==> src/core/sysreg_pkg.sv <==
package sysreg_pkg;
  // register offsets (byte addresses)
  localparam logic [7:0] OFF_IDENT = 8'h00;
  localparam logic [7:0] OFF_POCFG = 8'h04;
  localparam logic [7:0] OFF_CPUCTL = 8'h08;
  localparam logic [7:0] OFF_MISC = 8'h0c;
  localparam logic [7:0] OFF_BLKRST = 8'h14;
  // identification fields
  localparam int VER_LSB = 24;
  localparam int VER_MSB = 27;
  localparam int ID_MSB = 23;
  // power-on configuration field positions
  localparam int REMAP_BIT = 20;
  localparam int STRAP_W = 7;
  localparam int FLASH_LSB = 5;
  localparam int DEBUG_BIT = 4;
  localparam int PKGDBG_BIT = 3;
  localparam logic REMAP_RST = 1'b0;
  // misc control fields
  localparam int WARM_BIT = 1;
  localparam int DETECT_BIT = 0;
  // block reset writable bits: 30,28,27,25,16,11,10,9,8,5,1,0
  localparam logic [31:0] BLKRST_MASK = 32'h5a010f23;
  localparam logic [31:0] BLKRST_RST = 32'h00000000;
  // flash clock rate selections
  localparam logic [1:0] FLASH_72M = 2'h0;
  localparam logic [1:0] FLASH_36M = 2'h1;
  localparam logic [1:0] FLASH_18M = 2'h2;
  localparam logic [1:0] FLASH_50K = 2'h3;
  // boot source codes
  localparam logic [2:0] BOOT_SRAM = 3'h4;
  localparam logic [2:0] BOOT_USB = 3'h5;
  localparam logic [2:0] BOOT_OTP = 3'h6;
  localparam logic [2:0] BOOT_FLASH = 3'h7;
  // memory windows
  localparam logic [31:0] ROM_LO_BASE = 32'h00000000;
  localparam logic [31:0] ROM_LO_TOP = 32'h00007fff;
  localparam logic [31:0] ROM_HI_BASE = 32'h60000000;
  localparam logic [31:0] ROM_HI_TOP = 32'h60007fff;
  localparam logic [31:0] SRAM_HI_BASE = 32'h20000000;
  localparam logic [31:0] SRAM_HI_TOP = 32'h3fffffff;
  localparam logic [31:0] SRAM_LO_TOP = 32'h1fffffff;
  // cpu reset pulse length in cycles
  localparam logic [3:0] CPU_RST_CYCLES = 4'h4;
  // boot mode type
  typedef enum logic [2:0] {
    BM_TEST = 3'b000,
    BM_SRAM = 3'b001,
    BM_USB = 3'b010,
    BM_OTP = 3'b011,
    BM_FLASH = 3'b100
  } boot_mode_t;
endpackage

==> src/core/addr_map.sv <==
`timescale 1ns/100ps
// decodes a system bus address into boot rom / sram selects
module addr_map
  import sysreg_pkg::*;
(
  input wire logic clk,
  input wire logic rst_n,
  input wire logic boot_rom_remap,
  input wire logic [31:0] sys_addr,
  output logic rom_sel_r,
  output logic sram_sel_r
);
  // window decode as named wires
  wire rom_lo = sys_addr <= ROM_LO_TOP;
  wire rom_hi = (sys_addr >= ROM_HI_BASE) && (sys_addr <= ROM_HI_TOP);
  wire sram_hi = (sys_addr >= SRAM_HI_BASE) && (sys_addr <= SRAM_HI_TOP);
  wire sram_lo = sys_addr <= SRAM_LO_TOP;
  wire rom_nxt = boot_rom_remap ? rom_hi : rom_lo;
  wire sram_nxt = boot_rom_remap ? sram_lo : sram_hi;

  // registered selects
  always_ff @(posedge clk or negedge rst_n) begin
    if (!rst_n) begin
      rom_sel_r <= 1'b0;
      sram_sel_r <= 1'b0;
    end else begin
      rom_sel_r <= rom_nxt;
      sram_sel_r <= sram_nxt;
    end
  end

  a_remap_rom: assert property (@(posedge clk) disable iff (!rst_n)
    boot_rom_remap && sys_addr == ROM_HI_BASE |=> rom_sel_r && !sram_sel_r)
    else $error("rom not decoded at high window");
  a_plain_sram: assert property (@(posedge clk) disable iff (!rst_n)
    !boot_rom_remap && sys_addr == SRAM_HI_BASE |=> sram_sel_r && !rom_sel_r)
    else $error("sram not decoded at high window");
endmodule

==> src/core/strap_decode.sv <==
`timescale 1ns/100ps
// decodes strap configuration into boot mode and flash divider index
module strap_decode
  import sysreg_pkg::*;
(
  input wire logic clk,
  input wire logic rst_n,
  input wire logic [STRAP_W-1:0] strap_config_field,
  output boot_mode_t boot_mode_r,
  output logic [1:0] flash_rate_r,
  output logic debug_mode_r,
  output logic pkg_debug_pins_r
);
  // boot code decode, low four codes are test mode
  function automatic boot_mode_t boot_of(input logic [2:0] code);
    case (code)
      BOOT_SRAM: boot_of = BM_SRAM;
      BOOT_USB: boot_of = BM_USB;
      BOOT_OTP: boot_of = BM_OTP;
      BOOT_FLASH: boot_of = BM_FLASH;
      default: boot_of = BM_TEST;
    endcase
  endfunction

  wire boot_mode_t boot_nxt = boot_of(strap_config_field[2:0]);
  wire [1:0] rate_nxt = strap_config_field[FLASH_LSB+1:FLASH_LSB];

  // registered outputs; low level on debug straps means debug active
  always_ff @(posedge clk or negedge rst_n) begin
    if (!rst_n) begin
      boot_mode_r <= BM_TEST;
      flash_rate_r <= FLASH_72M;
      debug_mode_r <= 1'b0;
      pkg_debug_pins_r <= 1'b0;
    end else begin
      boot_mode_r <= boot_nxt;
      flash_rate_r <= rate_nxt;
      debug_mode_r <= !strap_config_field[DEBUG_BIT];
      pkg_debug_pins_r <= !strap_config_field[PKGDBG_BIT];
    end
  end

  a_boot_flash: assert property (@(posedge clk) disable iff (!rst_n)
    strap_config_field[2:0] == BOOT_FLASH |=> boot_mode_r == BM_FLASH)
    else $error("flash boot not decoded");
endmodule

==> src/core/system_config_reset_regs.sv <==
`timescale 1ns/100ps
module system_config_reset_regs
  import sysreg_pkg::*;
#(
  parameter logic [3:0] CHIP_VERSION = 4'h1, // arbitrary value
  parameter logic [23:0] CHIP_ID = 24'h00a5c3, // arbitrary value
  parameter int RST_PULSE = 4
) (
  input wire logic clk,
  input wire logic rst_n,
  input wire logic [7:0] reg_addr,
  input wire logic [31:0] reg_wdata,
  input wire logic reg_wr,
  input wire logic reg_rd,
  output logic [31:0] reg_rdata,
  input wire logic [STRAP_W-1:0] strap_pins,
  input wire logic supply_low,
  input wire logic [31:0] sys_addr,
  output logic rom_sel,
  output logic sram_sel,
  output logic cpu_reset_pulse,
  output logic undervolt_warmup,
  output logic undervolt_detect_enable,
  output logic undervolt_reset,
  output logic [31:0] block_reset,
  output boot_mode_t boot_mode,
  output logic [1:0] flash_rate,
  output logic debug_mode,
  output logic pkg_debug_pins
);
  initial begin
    if (RST_PULSE < 1 || RST_PULSE > 15) begin
      $error("RST_PULSE must be 1..15");
    end
  end

  ////////////////////////////////////////////////////////////////////////////
  // register state
  logic [STRAP_W-1:0] strap_config_field_r; // latched straps, soft writable
  logic boot_rom_remap_r; // remap control
  logic strap_taken_r; // straps captured once after reset release
  logic [3:0] cpu_cnt_r; // remaining cpu reset cycles
  logic warm_r; // warm-up enable
  logic detect_r; // detection enable
  logic [31:0] blk_r; // block reset bits
  logic uv_reset_r; // system reset request

  ////////////////////////////////////////////////////////////////////////////
  // address decode
  wire hit_ident = reg_addr == OFF_IDENT;
  wire hit_pocfg = reg_addr == OFF_POCFG;
  wire hit_cpu = reg_addr == OFF_CPUCTL;
  wire hit_misc = reg_addr == OFF_MISC;
  wire hit_blk = reg_addr == OFF_BLKRST;
  wire wr_pocfg = reg_wr && hit_pocfg;
  wire wr_cpu = reg_wr && hit_cpu;
  wire wr_misc = reg_wr && hit_misc;
  wire wr_blk = reg_wr && hit_blk;

  // writable config bits; debug bit stays as strapped
  localparam logic [STRAP_W-1:0] CFG_WMASK = 7'h6f;
  wire [STRAP_W-1:0] cfg_nxt = (strap_config_field_r & ~CFG_WMASK)
                             | (reg_wdata[STRAP_W-1:0] & CFG_WMASK);

  // assembled read views, reserved bits zero
  wire [31:0] ident_view = {4'h0, CHIP_VERSION, CHIP_ID};
  wire [31:0] pocfg_view = {11'h000, boot_rom_remap_r, 13'h0000,
                            strap_config_field_r};
  wire [31:0] cpu_view = {31'h00000000, cpu_cnt_r != 4'h0};
  wire [31:0] misc_view = {30'h00000000, warm_r, detect_r};
  // unmapped addresses read zero
  wire [31:0] rdata_nxt = hit_ident ? ident_view :
                          hit_pocfg ? pocfg_view :
                          hit_cpu ? cpu_view :
                          hit_misc ? misc_view :
                          hit_blk ? blk_r : 32'h00000000;

  ////////////////////////////////////////////////////////////////////////////
  // read data, valid the cycle after the read strobe only
  always_ff @(posedge clk or negedge rst_n) begin
    if (!rst_n) begin
      reg_rdata <= 32'h00000000;
    end else begin
      reg_rdata <= reg_rd ? rdata_nxt : 32'h00000000;
    end
  end

  ////////////////////////////////////////////////////////////////////////////
  // power-on configuration: straps are caught on the first edge after release,
  // since an async reset may only load constants
  always_ff @(posedge clk or negedge rst_n) begin
    if (!rst_n) begin
      strap_config_field_r <= '0;
      strap_taken_r <= 1'b0;
      boot_rom_remap_r <= REMAP_RST;
    end else begin
      strap_taken_r <= 1'b1;
      if (!strap_taken_r) begin
        strap_config_field_r <= strap_pins;
      end else if (wr_pocfg) begin
        strap_config_field_r <= cfg_nxt;
      end
      if (wr_pocfg) begin
        boot_rom_remap_r <= reg_wdata[REMAP_BIT];
      end
    end
  end

  ////////////////////////////////////////////////////////////////////////////
  // cpu reset: a write of one loads a countdown; the bit reads one while the
  // pulse lasts, then clears itself; a write of zero does nothing
  wire [3:0] pulse_len = 4'(RST_PULSE);
  always_ff @(posedge clk or negedge rst_n) begin
    if (!rst_n) begin
      cpu_cnt_r <= 4'h0;
      cpu_reset_pulse <= 1'b0;
    end else begin
      if (wr_cpu && reg_wdata[0]) begin
        cpu_cnt_r <= pulse_len;
      end else if (cpu_cnt_r != 4'h0) begin
        cpu_cnt_r <= cpu_cnt_r - 4'h1;
      end
      cpu_reset_pulse <= (wr_cpu && reg_wdata[0]) || (cpu_cnt_r > 4'h1);
    end
  end

  ////////////////////////////////////////////////////////////////////////////
  // undervolt control; ordering of warm-up and enable is left to software,
  // the detector only acts while both bits are set
  always_ff @(posedge clk or negedge rst_n) begin
    if (!rst_n) begin
      warm_r <= 1'b0;
      detect_r <= 1'b0;
      uv_reset_r <= 1'b0;
    end else begin
      if (wr_misc) begin
        warm_r <= reg_wdata[WARM_BIT];
        detect_r <= reg_wdata[DETECT_BIT];
      end
      uv_reset_r <= detect_r && warm_r && supply_low;
    end
  end
  assign undervolt_warmup = warm_r;
  assign undervolt_detect_enable = detect_r;
  assign undervolt_reset = uv_reset_r;

  ////////////////////////////////////////////////////////////////////////////
  // block reset bits; only documented positions are writable
  always_ff @(posedge clk or negedge rst_n) begin
    if (!rst_n) begin
      blk_r <= BLKRST_RST;
    end else if (wr_blk) begin
      blk_r <= reg_wdata & BLKRST_MASK;
    end
  end
  assign block_reset = blk_r;

  ////////////////////////////////////////////////////////////////////////////
  // decoders
  addr_map u_map (
    .clk(clk),
    .rst_n(rst_n),
    .boot_rom_remap(boot_rom_remap_r),
    .sys_addr(sys_addr),
    .rom_sel_r(rom_sel),
    .sram_sel_r(sram_sel)
  );
  strap_decode u_strap (
    .clk(clk),
    .rst_n(rst_n),
    .strap_config_field(strap_config_field_r),
    .boot_mode_r(boot_mode),
    .flash_rate_r(flash_rate),
    .debug_mode_r(debug_mode),
    .pkg_debug_pins_r(pkg_debug_pins)
  );

  ////////////////////////////////////////////////////////////////////////////
  // checks
  a_ident_read: assert property (@(posedge clk) disable iff (!rst_n)
    reg_rd && hit_ident |=> reg_rdata == {4'h0, CHIP_VERSION, CHIP_ID})
    else $error("identity read wrong");
  a_debug_ro: assert property (@(posedge clk) disable iff (!rst_n)
    strap_taken_r && wr_pocfg |=> $stable(strap_config_field_r[DEBUG_BIT]))
    else $error("debug bit changed by write");
  a_cpu_pulse: assert property (@(posedge clk) disable iff (!rst_n)
    wr_cpu && reg_wdata[0] && RST_PULSE == 4 |=> cpu_reset_pulse [*4] ##1 !cpu_reset_pulse)
    else $error("cpu reset pulse length wrong");
  a_cpu_clear: assert property (@(posedge clk) disable iff (!rst_n)
    wr_cpu && reg_wdata[0] |-> ##[1:16] cpu_cnt_r == 4'h0)
    else $error("cpu reset bit never cleared");
  a_cpu_zero: assert property (@(posedge clk) disable iff (!rst_n)
    wr_cpu && !reg_wdata[0] && cpu_cnt_r == 4'h0 |=> !cpu_reset_pulse)
    else $error("zero write started cpu reset");
  a_misc_write: assert property (@(posedge clk) disable iff (!rst_n)
    wr_misc |=> warm_r == $past(reg_wdata[WARM_BIT])
      && detect_r == $past(reg_wdata[DETECT_BIT]))
    else $error("misc write not stored");
  a_uv_reset: assert property (@(posedge clk) disable iff (!rst_n)
    undervolt_reset |-> $past(detect_r) && $past(supply_low))
    else $error("undervolt reset without cause");
  a_uv_fire: assert property (@(posedge clk) disable iff (!rst_n)
    detect_r && warm_r && supply_low |=> undervolt_reset)
    else $error("undervolt reset missed");
  a_blk_hold: assert property (@(posedge clk) disable iff (!rst_n)
    !wr_blk |=> $stable(blk_r))
    else $error("block reset changed without write");
  a_blk_rsvd: assert property (@(posedge clk) disable iff (!rst_n)
    (blk_r & ~BLKRST_MASK) == 32'h00000000)
    else $error("reserved block reset bit set");
  // read data must fall back to zero outside the answer cycle
  a_rdata_idle: assert property (@(posedge clk) disable iff (!rst_n)
    !reg_rd |=> reg_rdata == 32'h00000000)
    else $error("read data outside answer cycle");
  // a block reset write lands masked in the next cycle
  a_blk_write: assert property (@(posedge clk) disable iff (!rst_n)
    wr_blk |=> block_reset == ($past(reg_wdata) & BLKRST_MASK))
    else $error("block reset write not stored");
  // remap follows the written bit
  a_remap_write: assert property (@(posedge clk) disable iff (!rst_n)
    wr_pocfg |=> boot_rom_remap_r == $past(reg_wdata[REMAP_BIT]))
    else $error("remap write not stored");
  // no system reset while the supply is good
  a_uv_quiet: assert property (@(posedge clk) disable iff (!rst_n)
    !supply_low |=> !undervolt_reset)
    else $error("undervolt reset with good supply");
  a_strap_take: assert property (@(posedge clk) disable iff (!rst_n)
    !strap_taken_r |=> strap_config_field_r == $past(strap_pins))
    else $error("straps not captured");
endmodule

==> config.mk <==
export PLATFORM = sky130hd
export DESIGN_NAME = system_config_reset_regs
export DESIGN_NICKNAME = d
export VERILOG_FILES = /design/src/core/sysreg_pkg.sv /design/src/core/addr_map.sv /design/src/core/strap_decode.sv /design/src/core/system_config_reset_regs.sv
export SDC_FILE = /design/constraint.sdc
export NUM_CORES = 1
export LEC_CHECK = 0
export ABC_AREA = 1
export BUFFER_PORTS_ARGS = -buffer_cell sky130_fd_sc_hd__clkbuf_2
export CORE_MARGIN = 2
export CORE_UTILIZATION = 41
export CTS_BUF_LIST = sky130_fd_sc_hd__clkbuf_4 sky130_fd_sc_hd__clkbuf_8
export CTS_CLUSTER_DIAMETER = 120
export DETAILED_ROUTE_END_ITERATION = 8
export GPL_TIMING_DRIVEN = 0
export PLACE_DENSITY = 0.86
export SETUP_SLACK_MARGIN = 0.5
export SYNTH_ARGS = -nofsm -noshare
export SYNTH_HDL_FRONTEND = slang
export SYNTH_SLANG_ARGS = --single-unit
==> constraint.sdc <==
create_clock -name clk -period 1.1 [get_ports clk]
set_input_delay 0.11 -clock clk [delete_from_list [all_inputs] [get_ports clk]]
set_output_delay 0.11 -clock clk [all_outputs]
set_load 0.05 [all_outputs]
==> flow_summary.ini <==
[run_status]
outcome = finished, violations left
violations = hold timing, setup timing

[drt]
drtPass1Iterations = 5
drt_wl_total_um = 12600
via_per_inst = 5.26
vias = 2910
wire_per_inst_um = 22.7
ant_nets = 0
drtIter0Drc = 199
route.detailed.drc = 0

[placement]
io_buffer_count = 98
placed_cells = 499
pre_cts_ws_ns = -0.337
post_dp_cell_area_um2 = 3780
gp_congestion = 0.827
hpwl_um = 5160

[global_route]
grt_pass1_wl_um = 15400
grt_overflow = 0
grt_use_total = 0.278
antenna_found_initial = 0
grt_max_degree = 57
grt_pass1_vias = 2817

[cts]
insertion_delay_ns = 0.33
cts_buffers = 5
clkTransAtPathRegs_ns = 0.11
clock-sinks = 56
cts_tree = built
cts-root-buf = clkbuf_8
htree_levels = 2
cts_buffer_depth = 2

[final_layout]
final_area_um2 = 5810
area_growth_pct = 111
drive_gt1_frac = 0.782
final_nets = 561
stdcell_count = 553
fillers = 217
n_antenna_cell = 0

[die]
dieArea_um2 = 7400
io_pins = 161
dieHeight_um = 86.0
die_w_um = 86.0
row_count = 29
core_um2 = 6420
initial_core_util = 0.429

[sta]
setup_viol = 16
rsz0062_at_grt = yes
slew_viol_final = 0
fin_crit_sh = 1.15
slew_headroom = 0.478
worstMarginPinSlew_ns = 0.783
finalWorstSetupSlack_ns = -0.160
hold_violations = 56
skew_ns = 0.0130
fin_hold_ws_ns = -0.134
fmax_mhz = 794
min_period_ns = 1.26

[setup_path]
crit_chain = buf_4 > nor2_1 > nand2_1 > nor3_2 > a21oi_1 > nor2_1
path_common_cell = nor2_1
cp.depth = 6
worstPathArrival_ns = 1.52
critPathMaxStageDelay_ns = 0.42
critical_path_required_ns = 1.36
crit_type = reg2reg
rr_worst_depth = 6
crit_path_top_delay_cell = dfrtp_1
crit_family = simple AND/OR/NAND/NOR gates
cp-start-kind = flop
cp_num_buf_inv = 1
crit_path_end_kind = flop
crit_fanout = 2

[synth]
synth_common_cells = dfrtp_1, nand2_1, inv_1
ys_types = 31
netlist_area_um2 = 2760
async_reset_ff_frac = 1.00
ys_seq_area_frac = 0.508
synth-seq-cells = 56
synth_top_area_share = 0.508
synth-edff-count = 0
synth_area_leaders = dfrtp_1, buf_4, nand2_1
synth_most_common_cell = dfrtp_1
netlist_instances = 294
avgSynthCellArea_um2 = 9.38
ys.flop_type = dfrtp_1
ys.warnings.count = 0
netlist.top_cell.by_area = dfrtp_1

[pwr]
p_leak_uw = 0.00282
powerDensity_nw_per_um2 = 1190
power_uw = 6910
peakVddDrop_mv = 0.888

[run]
drv_cap = 0

[hold_path]
worstHoldPathType = in2async
[worst register-to-register path: stages (launching register included)]
cell,delay (ns)
dfrtp_1,0.42
buf_4,0.15
nor2_1,0.12
nand2_1,0.13
nor3_2,0.22
a21oi_1,0.06
nor2_1,0.09
[sequential cells by signal, summed over array words and instances (netlist names)]
| signal | cells |
|---|---|
| undervolt_reset | 1 |
| cpu_reset_pulse | 1 |
| reg_rdata | 18 |
| u_strap.debug_mode_r | 1 |
| u_map.rom_sel_r | 1 |
| strap_config_field_r | 7 |
| u_strap.flash_rate_r | 2 |
| u_strap.pkg_debug_pins_r | 1 |
| undervolt_detect_enable | 1 |
| block_reset | 12 |
| strap_taken_r | 1 |
| u_strap.boot_mode_r | 3 |
| undervolt_warmup | 1 |
| u_map.sram_sel_r | 1 |
| boot_rom_remap_r | 1 |
| cpu_cnt_r | 4 |
[where the power goes]
part | switching, µW | total [µW] | internal [µW] | leakage, µW
registers | 191 | 2450 | 2260 | 0.000643
logic | 1680 | 2990 | 1310 | 0.00212
clock network | 782 | 1470 | 688 | 0.0000548
total | 2650 | 6910 | 4260 | 0.00282
[final timing paths]
check | start | endpoint | slack, ns
worst max register to register | cpu_cnt_r[1] | cpu_cnt_r[3] | -0.16
worst max-delay path | cpu_cnt_r[1] | cpu_cnt_r[3] | -0.16
max in group asynchronous | rst_n | block_reset[5] | 0.66
worst min register to register | strap_config_field_r[3] | u_strap.pkg_debug_pins_r | 0.48
min in group clk | reg_wdata[25] | block_reset[25] | 0.01
worst min-delay path | rst_n | reg_rdata[27] | -0.13
[through the flow]
stage,setup TNS [ns],util,hold WS (ns)
after floorplan,0,-,-0.186
after global placement,-20.15,0.588,0.317
after detailed placement,-22.16,0.588,0.321
after CTS,-0.370,0.849,-0.0949
after global routing,-1.79,0.905,-0.0772
final,-1.35,0.905,-0.134
[repair_timing]
item,4_1_cts,5_1_grt
pin swaps,30,25
cloned,3,0
setup buffers,32,11
hold endpoints to repair,58,58
setup endpoints to repair,153,97
resized for setup,222,75
[per-layer routing]
metal  vias to the layer above  track usage  share of wire
li1                       1227            -              -
met1                      1402        0.307           0.36
met2                       239        0.522           0.51
met3                        42       0.0558          0.085
met4                         0        0.101          0.037
met5                         -            0              0
[area by class of cell]
class                      instances  area [µm²]  share of cell area
timing repair buffer             144        1990               0.342
multi-input combinational        194        1580               0.271
sequential                        56        1460               0.250
buffer                            38         344              0.0592
inverter                          36         235              0.0405
tap                               77        96.3              0.0166
clock buffer                       5        68.8              0.0118
clock inverter                     3        46.3             0.00797
[cells by family (layout without fill, tap and decap cells)]
kind of cell	after synthesis	count (layout)	synth area share
fa+ha+maj	2	2	0.00907
mux	5	5	0.0204
other cells	2	32	0.00272
flops	56	56	0.508
buf+inv	74	226	0.164
compound gates	30	30	0.0740
simple gates	124	124	0.218
xor+xnor	1	1	0.00318
[placed cells by master, fill, tap and decap left out, types with 6 or more instances in the layout]
cell        n
clkbuf_8    6
clkbuf_2   43
buf_8       8
nor2_1     16
inv_4       8
buf_4      45
nor2_2      7
o21ai_2    16
dfrtp_2    43
inv_2      11
clkbuf_16  46
buf_6      30
nor2_4     10
nand2_4    18
inv_1       9
nand2_2    21
nand2_1    18
dfrtp_1    13
nor3_4      7
conb_1     32
Note: power is estimated with default switching activity, not from simulation.
